==> config.mk <==
export PLATFORM = sky130hd
export DESIGN_NAME = rdc_enable_ctrl
export DESIGN_NICKNAME = d
export VERILOG_FILES = /design/src/core/rdc_pkg.sv /design/src/core/rdc_skid_buf.sv /design/src/core/rdc_enable_ctrl.sv
export SDC_FILE = /design/constraint.sdc
export NUM_CORES = 1
export LEC_CHECK = 0
export BUFFER_PORTS_ARGS = -buffer_cell sky130_fd_sc_hd__buf_2
export CAP_MARGIN = 30
export CORE_MARGIN = 2
export CORE_UTILIZATION = 40
export CTS_BUF_LIST = sky130_fd_sc_hd__clkbuf_16
export DETAILED_ROUTE_END_ITERATION = 10
export GPL_TIMING_DRIVEN = 0
export SLEW_MARGIN = 15
export SYNTH_ARGS = -nofsm -noshare
export SYNTH_HDL_FRONTEND = slang
export SYNTH_SLANG_ARGS = --single-unit
==> constraint.sdc <==
create_clock -name REF_CLK -period 5.5 [get_ports REF_CLK]
set_clock_uncertainty 0.1 [all_clocks]
set_input_delay 1.65 -clock REF_CLK [delete_from_list [all_inputs] [get_ports REF_CLK]]
set_output_delay 1.65 -clock REF_CLK [all_outputs]
set_load 0.01 [all_outputs]
==> src/core/rdc_pkg.sv <==
`default_nettype none
package rdc_pkg;

	// Controller clock and the slowest and fastest supported host rates
	localparam int CLK_HZ       = 25_000_000;
	localparam int MIN_BAUD_BPS = 1200;
	localparam int MAX_BAUD_BPS = 115_200;

	// One bit time at the slowest rate, in clock cycles (rounded down)
	localparam int BIT_CYC_MAX = CLK_HZ / MIN_BAUD_BPS;

	// Low pulses shorter than half a bit at the top rate are glitches
	localparam int MIN_PULSE_CYC = CLK_HZ / MAX_BAUD_BPS / 2;

	// Widths of the bit-time and frame counters
	localparam int BT_W  = 15;
	localparam int CNT_W = 19;

	// Character framing: start + 8 data + stop
	localparam int CHAR_BITS = 10;

	// Frame ends mid stop bit, counted in half bits (9.5 bits)
	localparam int FRAME_HALF_BITS = 19;

	// Longest allowed turnaround after a character, in bit times
	localparam int TURN_MAX_BITS_LOW  = 4;
	localparam int TURN_MAX_BITS_MID  = 10;
	localparam int TURN_MAX_BITS_HIGH = 20;

	// Codes on the mode select switch
	localparam logic [1:0] SW_ALWAYS = 2'h0;
	localparam logic [1:0] SW_AUTO   = 2'h1;
	localparam logic [1:0] SW_RTS    = 2'h2;
	localparam logic [1:0] SW_DATA   = 2'h3;

	// Positions on the line option switch (position N is bit N-1)
	localparam int LOPT_W        = 6;
	localparam int LOPT_WIRE_POS = 3;
	localparam int LOPT_WIRE_NEG = 4;
	localparam int LOPT_ECHO_OFF = 5;

	typedef enum logic [3:0] {
		RDC_MODE_ALWAYS = 4'h1,
		RDC_MODE_AUTO   = 4'h2,
		RDC_MODE_RTS    = 4'h4,
		RDC_MODE_DATA   = 4'h8
	} rdc_mode_t;

	typedef enum logic [2:0] {
		RDC_AUTO_IDLE  = 3'h1,
		RDC_AUTO_FRAME = 3'h2,
		RDC_AUTO_GUARD = 3'h4
	} rdc_auto_t;

endpackage
`default_nettype wire

==> src/core/rdc_skid_buf.sv <==
`timescale 1ns/100ps
`default_nettype none
module rdc_skid_buf #(
	parameter int WIDTH = 1,
	parameter int DEPTH = 2
) (
	input  wire logic             clk,
	input  wire logic             rst_n,
	input  wire logic             in_valid,
	input  wire logic [WIDTH-1:0] in_data,
	output var  logic             in_ready,
	output var  logic             out_valid,
	output var  logic [WIDTH-1:0] out_data,
	input  wire logic             out_ready
);

	localparam int PTR_W = (DEPTH > 1) ? $clog2(DEPTH) : 1;
	localparam int CNT_W = $clog2(DEPTH + 1);

	logic [WIDTH-1:0] mem [DEPTH];
	logic [PTR_W-1:0] wptr;
	logic [PTR_W-1:0] rptr;
	logic [CNT_W-1:0] count;
	logic             room;
	logic [PTR_W-1:0] next_wptr;
	logic [PTR_W-1:0] next_rptr;
	logic [CNT_W-1:0] next_count;
	logic             next_room;
	logic             push;
	logic             pop;

	always_comb
	begin
		push       = in_valid && room;
		pop        = (count != '0) && out_ready;
		next_wptr  = wptr;
		next_rptr  = rptr;
		next_count = count;
		if (push)
		begin
			next_wptr = (wptr == PTR_W'(DEPTH - 1)) ? '0 : wptr + 1'b1;
		end
		if (pop)
		begin
			next_rptr = (rptr == PTR_W'(DEPTH - 1)) ? '0 : rptr + 1'b1;
		end
		if (push && !pop)
		begin
			next_count = count + 1'b1;
		end
		else if (pop && !push)
		begin
			next_count = count - 1'b1;
		end
		// Ready is registered so the source sees it from a flip-flop
		next_room = (next_count != CNT_W'(DEPTH));
	end

	always_ff @(posedge clk)
	begin
		if (!rst_n)
		begin
			wptr  <= '0;
			rptr  <= '0;
			count <= '0;
			room  <= 1'b1;
		end
		else
		begin
			wptr  <= next_wptr;
			rptr  <= next_rptr;
			count <= next_count;
			room  <= next_room;
		end
	end

	always_ff @(posedge clk)
	begin
		if (push)
		begin
			mem[wptr] <= in_data;
		end
	end

	assign in_ready  = room;
	assign out_valid = (count != '0);
	assign out_data  = mem[rptr];

endmodule
`default_nettype wire

==> src/core/rdc_enable_ctrl.sv <==
// Summary of operation
// - Data mode: transmit data low enables the line driver.
// - Data mode: transmit data high releases the driver; bias sets idle.
// - RTS mode: driver enable follows host RTS; host holds RTS per message.
// - Auto mode: baud rate measured from transmit stream times the enable.
// - Auto release within 4/10/20 bit times at 38.4K/57.6K/115.2K.
// - Mode switch sampled once after power-up reset, then that mode runs.
// - Later mode switch changes ignored until the next power-up.
// - Transmit data is sampled every cycle ahead of any other work, until DRV_READY low lets the two-entry buffer fill.
// - Echo allowed and two-wire: transmitted characters return to host.
// - Line option position six on suppresses echo, off allows it.
`timescale 1ns/100ps
`default_nettype none
module rdc_enable_ctrl #(
	parameter int BIT_CYC_MAX = rdc_pkg::BIT_CYC_MAX
) (
	input  wire logic                      REF_CLK,
	input  wire logic                      RST_N,
	input  wire logic                      HOST_TXD,
	input  wire logic                      HOST_RTS,
	output var  logic                      HOST_RXD,
	output var  logic                      TXD_READY,
	input  wire logic [1:0]                MODE_SELECT_SWITCH,
	input  wire logic [rdc_pkg::LOPT_W-1:0] LINE_OPTION_SWITCH,
	input  wire logic                      LINE_RXD,
	input  wire logic                      DRV_READY,
	output var  logic                      LINE_TXD,
	output var  logic                      LINE_DRIVE_EN,
	output var  logic                      TX_EN_LED,
	output var  logic                      BAUD_LOCKED
);

	function automatic rdc_pkg::rdc_mode_t decode_mode(input logic [1:0] sw);
		rdc_pkg::rdc_mode_t m;
		m = rdc_pkg::RDC_MODE_ALWAYS;
		case (sw)
			rdc_pkg::SW_AUTO: m = rdc_pkg::RDC_MODE_AUTO;
			rdc_pkg::SW_RTS:  m = rdc_pkg::RDC_MODE_RTS;
			rdc_pkg::SW_DATA: m = rdc_pkg::RDC_MODE_DATA;
			default:          m = rdc_pkg::RDC_MODE_ALWAYS;
		endcase
		return m;
	endfunction

	localparam logic [rdc_pkg::BT_W-1:0] BT_RESET = rdc_pkg::BT_W'(BIT_CYC_MAX);
	localparam logic [rdc_pkg::BT_W-1:0] BT_GLITCH = rdc_pkg::BT_W'(rdc_pkg::MIN_PULSE_CYC);

	// Mode latch
	rdc_pkg::rdc_mode_t mode;
	rdc_pkg::rdc_mode_t next_mode;
	logic               mode_taken;
	logic               next_mode_taken;

	// Auto-enable timing
	rdc_pkg::rdc_auto_t              auto_st;
	rdc_pkg::rdc_auto_t              next_auto_st;
	logic [rdc_pkg::CNT_W-1:0]       cnt;
	logic [rdc_pkg::CNT_W-1:0]       next_cnt;
	logic [rdc_pkg::BT_W-1:0]        bit_time;
	logic [rdc_pkg::BT_W-1:0]        next_bit_time;
	logic [rdc_pkg::BT_W-1:0]        low_cnt;
	logic [rdc_pkg::BT_W-1:0]        next_low_cnt;
	logic                            prev_txd;
	logic                            next_prev_txd;
	logic                            next_locked;
	logic [rdc_pkg::CNT_W-1:0]       frame_len;

	// Outputs
	logic next_line_txd;
	logic next_drive;
	logic next_host_rxd;

	// Sample stream
	logic buf_valid;
	logic buf_data;
	logic buf_ready;
	logic step;
	logic fall;
	logic echo_off;
	logic two_wire;

	// Each cycle's level is captured before any decision is made; with DRV_READY low, capture stops once both entries are full
	rdc_skid_buf #(
		.WIDTH (1),
		.DEPTH (2)
	) u_sample_buf (
		.clk       (REF_CLK),
		.rst_n     (RST_N),
		.in_valid  (1'b1),
		.in_data   (HOST_TXD),
		.in_ready  (buf_ready),
		.out_valid (buf_valid),
		.out_data  (buf_data),
		.out_ready (DRV_READY)
	);

	// Power-up latch: reset stands for power-on, so only a new reset re-reads
	always_comb
	begin
		next_mode       = mode;
		next_mode_taken = mode_taken;
		if (!mode_taken)
		begin
			next_mode       = decode_mode(MODE_SELECT_SWITCH);
			next_mode_taken = 1'b1;
		end
	end

	always_ff @(posedge REF_CLK)
	begin
		if (!RST_N)
		begin
			mode       <= rdc_pkg::RDC_MODE_ALWAYS;
			mode_taken <= 1'b0;
		end
		else
		begin
			mode       <= next_mode;
			mode_taken <= next_mode_taken;
		end
	end

	// Frame lasts to mid stop bit so a back-to-back start edge is still seen
	assign frame_len = rdc_pkg::CNT_W'((32'(bit_time) * rdc_pkg::FRAME_HALF_BITS) >> 1);
	assign step      = buf_valid && DRV_READY;
	assign fall      = prev_txd && !buf_data;

	// Auto mode: shortest clean low pulse is taken as one bit time
	always_comb
	begin
		next_auto_st  = auto_st;
		next_cnt      = cnt;
		next_bit_time = bit_time;
		next_low_cnt  = low_cnt;
		next_prev_txd = prev_txd;
		next_locked   = BAUD_LOCKED;
		if (step)
		begin
			next_prev_txd = buf_data;
			if (!buf_data)
			begin
				if (fall)
				begin
					next_low_cnt = rdc_pkg::BT_W'(1);
				end
				else if (low_cnt != '1)
				begin
					next_low_cnt = low_cnt + 1'b1;
				end
			end
			else if (!prev_txd && low_cnt >= BT_GLITCH && low_cnt < bit_time)
			begin
				next_bit_time = low_cnt;
				next_locked   = 1'b1;
			end
			unique case (auto_st)
				rdc_pkg::RDC_AUTO_IDLE:
				begin
					if (fall)
					begin
						next_auto_st = rdc_pkg::RDC_AUTO_FRAME;
						next_cnt     = '0;
					end
				end
				rdc_pkg::RDC_AUTO_FRAME:
				begin
					// Counts up against the live length, so a lock inside the first character
					// shortens that frame and the next start bit still lands in the guard
					if (cnt >= frame_len - 1'b1)
					begin
						// One bit of hold keeps turnaround well inside the limit
						next_auto_st = rdc_pkg::RDC_AUTO_GUARD;
						next_cnt     = '0;
					end
					else
					begin
						next_cnt = cnt + 1'b1;
					end
				end
				rdc_pkg::RDC_AUTO_GUARD:
				begin
					if (fall)
					begin
						next_auto_st = rdc_pkg::RDC_AUTO_FRAME;
						next_cnt     = '0;
					end
					else if (cnt >= rdc_pkg::CNT_W'(bit_time) - 1'b1)
					begin
						next_auto_st = rdc_pkg::RDC_AUTO_IDLE;
					end
					else
					begin
						next_cnt = cnt + 1'b1;
					end
				end
				default:
				begin
					next_auto_st = rdc_pkg::RDC_AUTO_IDLE;
				end
			endcase
		end
	end

	always_ff @(posedge REF_CLK)
	begin
		if (!RST_N)
		begin
			auto_st     <= rdc_pkg::RDC_AUTO_IDLE;
			cnt         <= '0;
			bit_time    <= BT_RESET;
			low_cnt     <= '0;
			prev_txd    <= 1'b1;
			BAUD_LOCKED <= 1'b0;
		end
		else
		begin
			auto_st     <= next_auto_st;
			cnt         <= next_cnt;
			bit_time    <= next_bit_time;
			low_cnt     <= next_low_cnt;
			prev_txd    <= next_prev_txd;
			BAUD_LOCKED <= next_locked;
		end
	end

	assign echo_off = LINE_OPTION_SWITCH[rdc_pkg::LOPT_ECHO_OFF];
	assign two_wire = LINE_OPTION_SWITCH[rdc_pkg::LOPT_WIRE_POS] && LINE_OPTION_SWITCH[rdc_pkg::LOPT_WIRE_NEG];

	// Driver and receive path
	always_comb
	begin
		next_line_txd = LINE_TXD;
		next_drive    = LINE_DRIVE_EN;
		if (step)
		begin
			next_line_txd = buf_data;
		end
		// Decoded from the latch input, so the bus is never driven for a cycle before the mode is known
		unique case (next_mode)
			rdc_pkg::RDC_MODE_ALWAYS: next_drive = 1'b1;
			rdc_pkg::RDC_MODE_AUTO:   next_drive = (next_auto_st != rdc_pkg::RDC_AUTO_IDLE);
			rdc_pkg::RDC_MODE_RTS:    next_drive = HOST_RTS;
			rdc_pkg::RDC_MODE_DATA:
			begin
				if (step)
				begin
					// Bias resistors hold the idle level, so line termination cannot be fitted
					next_drive = !buf_data;
				end
			end
			default:                  next_drive = 1'b1;
		endcase
		if (echo_off && next_drive)
		begin
			next_host_rxd = 1'b1;
		end
		else if (two_wire && next_drive)
		begin
			// Transmit pair is strapped onto the receive pair
			next_host_rxd = next_line_txd;
		end
		else
		begin
			next_host_rxd = LINE_RXD;
		end
	end

	always_ff @(posedge REF_CLK)
	begin
		if (!RST_N)
		begin
			LINE_TXD      <= 1'b1;
			LINE_DRIVE_EN <= 1'b0;
			TX_EN_LED     <= 1'b0;
			HOST_RXD      <= 1'b1;
			TXD_READY     <= 1'b0;
		end
		else
		begin
			LINE_TXD      <= next_line_txd;
			LINE_DRIVE_EN <= next_drive;
			TX_EN_LED     <= next_drive;
			HOST_RXD      <= next_host_rxd;
			TXD_READY     <= buf_ready;
		end
	end

endmodule
`default_nettype wire

==> metrics.txt <==
largest family of logic cells by synthesized area simple AND/OR/NAND/NOR gates; ANT nets after route 0; area of the multi-input gates just over 5000 um^2; initial antenna violation count 0; adder-cell area share of the yosys netlist between 20% and 30%; leakage power around 3.3 nW; commonest non-fill, non-tap cell in the layout ha_1; routed wire length per instance 15.7 um; initial drt markers ~390; fin nets between 900 and 1000; GR Util All Layers 19.6%; Setup WS pre-CTS -1.10 ns; H-tree depth 3; Startpoint Class flip-flop; cell family with most CP delay compound AO/OA/AOI/OAI gates; Critical Path AT around 5.6 ns; unrepaired setup endpoints after global routing yes; most frequent cells in the layout ha_1 (82), nor2_1 (71), nand2_1 (64); DP Wirelength 12400 um; placed insts just over 1000; PwrDens roughly 190 nW/um^2; setup TNS 0 ns; period utilization a little over nine tenths; fin. max-slew vios 0; via count between 5000 and 6000; share of synthesized registers carrying an async set or reset 0%; fraction of layout cells with a size suffix above 1 between 10% and 20%; final non-filler cell total 1064; Syn Std Cell Area between 6000 and 7000 um^2; Starting Density 40.8%; Clk Latency, worst-skew pair roughly 0.34 ns; Syn Area/Cell ~8.3 um^2; CP Capture Type flip-flop; post-synthesis mux area share 1.86%; syn_nets 896; drt first pass iters 5; ANT cells 0; Pwr Total between 0.001 and 0.0015 W; share of the synthesized area in the top cell type 21.4%; post-DR vias/cell 5.42; Die Wd about 130 um; Worst VDD drop 0.166 mV; hold_buf cts 0; die area 17200 um^2; Synth area leader dfxtp_1; P&R area growth vs syn 21.9%; Reg area roughly 1500 um^2; global route overflow 0; Max transition margin between 50% and 60%; final setup violation count 0; minimum clock period ~5.4 ns; Data required, critical path between 5 and 6 ns; vias in the first global route between 5000 and 6000; CP peak stage delay 0.50 ns; final worst slack between 0.06 and 0.07 ns; Core Rows 46; Setup CP Type flip-flop to flip-flop; Simple-Gate Fraction of Synth Area a little under a quarter; Synth Register Bits 71; Cell variety after synth between 70 and 80; CTS Buf Count 9; outcome finished, final reports clean; clk buf depth 2; I/O pin count 20; Clk pin slew, worst setup/hold paths 0.06 ns; Filler cells approximately 1500; Max Fclk about 180 MHz; drc violations 0; Main synth FF type dfxtp_1; Synth Area in Compound Gates approximately 18%; worst hold path class flip-flop to flip-flop; Final Hold Vio Count 0; final wirelength 16700 um; Synth Area in XOR/XNOR 8.79%; Bufs and invs on worst path 3; gpl congestion about 0.84; Die Height ~130 um; post-synthesis sequential area ratio 22.3%; dominant cells by area after synthesis dfxtp_1 (21%), ha_1 (18%), xnor2_1 (6.4%); global-route wire length before repair 28100 um; CP max FO 10; I/O Buffers 16; Worst path slowest cell fa_1; Reg2Reg Setup Slack roughly 0.065 ns; Clk Tree Root Cell clkbuf_16; warnings from Yosys 0; largest net degree at the start of global routing 13; Max-cap violations 0; Num Clock Sinks between 70 and 80; CP Cell Sequence ha_1, fa_1, ha_2, buf_6, a211oi_1, nor2b_2, a21boi_4, buf_4, a211o_1, buf_4, nor4b_4, nand2_2, xnor2_4, ha_4, a41oi_2, o41ai_2, a21oi_2, nand2_2, o21ai_4, a21oi_4, or4_1, a31oi_1; Cells after Synth approximately 780; core footprint between 15000 and 20000 um^2; Post-synth EDFFs 2; CTS tree built; Slew @ Worst Pin 0.728 ns
==> per-stage QoR <==
stage / utilization [%] / area (um^2) / hold WS (ns)
final: 49.8 / 7880 / 0.396
after global routing: 49.8 / 7880 / 0.420
after CTS: 48.3 / 7640 / 0.388
after detailed placement: 43.1 / 6810 / 0.360
after global placement: 43.1 / 6810 / 0.354
after floorplan: - / 6460 / 0.345
==> sequential cells by signal (all words and copies together), names as in the netlist, 2 cells and up, named ones only <==
signal	cells
cnt	19
bit_time	15
low_cnt	15
mode	4
auto_st	3
u_sample_buf.count	2
u_sample_buf.mem	2
==> path summary, 6_finish.rpt <==
check,to,start,depth (start not counted)
worst max-delay path,cnt[4]$_SDFFE_PN0P_,bit_time[4]$_SDFFE_PN0P_,22
worst min-delay path,BAUD_LOCKED$_SDFFE_PN0P_,BAUD_LOCKED$_SDFFE_PN0P_,2
worst max register to register,cnt[4]$_SDFFE_PN0P_,bit_time[4]$_SDFFE_PN0P_,22
worst min register to register,BAUD_LOCKED$_SDFFE_PN0P_,BAUD_LOCKED$_SDFFE_PN0P_,2
==> per-layer routing <==
metal | vias to the layer above | wire length, um | global-route usage [%]
met3 | 14 | 478 | 2.93
met5 | - | 0 | 0
met4 | 0 | 195 | 3.74
li1 | 2919 | - | -
met1 | 2763 | 8180 | 27.3
met2 | 71 | 7810 | 32.6
==> power breakdown <==
| part | leakage (nW) | internal, W | switching, W |
|---|---|---|---|
| Combinational | 2.58 | 0.000110 | 0.000169 |
| Clock | 0.156 | 0.000394 | 0.000230 |
| Sequential | 0.583 | 0.000555 | 0.0000274 |
| Total | 3.32 | 0.00106 | 0.000427 |
==> repair_timing <==
| action | in CTS | in global routing |
|---|---|---|
| resized for setup | 64 | 26 |
| buffers inserted | 24 | 16 |
| gates cloned | 0 | 1 |
| hold endpoints to repair | 0 | 0 |
| setup endpoints to repair | 21 | 19 |
| pin swaps | 37 | 34 |
==> synthesized netlist by cell type, drive strengths merged, types with 6 or more instances <==
cell type  number
ha             95
nor2           72
dfxtp          69
nand2          66
inv            57
xnor2          47
a21oi          44
o21ai          30
nand3          22
a21o           21
nand4          18
clkbuf         17
nor3           17
xor2           17
o211ai         13
mux2i          12
and2           11
fa             11
nor2b          11
or3            10
and3            8
nand3b          8
nor4            8
a2111oi         7
a211oi          7
o21a            7
a31oi           6
nor3b           6
o221ai          6
==> logic make-up after synthesis <==
| kind of cell | Yosys count |
|---|---|
| AO/OA/AOI/OAI | 168 |
| XOR/XNOR | 64 |
| buffers and inverters | 78 |
| adder cells (fa/ha/maj) | 106 |
| AND/OR/NAND/NOR | 277 |
| multiplexers | 12 |
| flip-flops | 71 |
==> layout make-up <==
type / count / area share [%]
Clock inverter: 7 / 1.13
Sequential cell: 71 / 18.7
Inverter: 57 / 2.76
Buffer: 21 / 1.25
Multi-Input combinational cell: 627 / 64.9
Tap cell: 216 / 3.43
Clock buffer: 9 / 2.86
Timing Repair Buffer: 56 / 4.92
==> tightest hold or removal path: stages, from the launching register on <==
cell     delay [ns]
dfxtp_1        0.31
nor2_1         0.09
nor2_1         0.05
(Power assumes the default switching activity.)
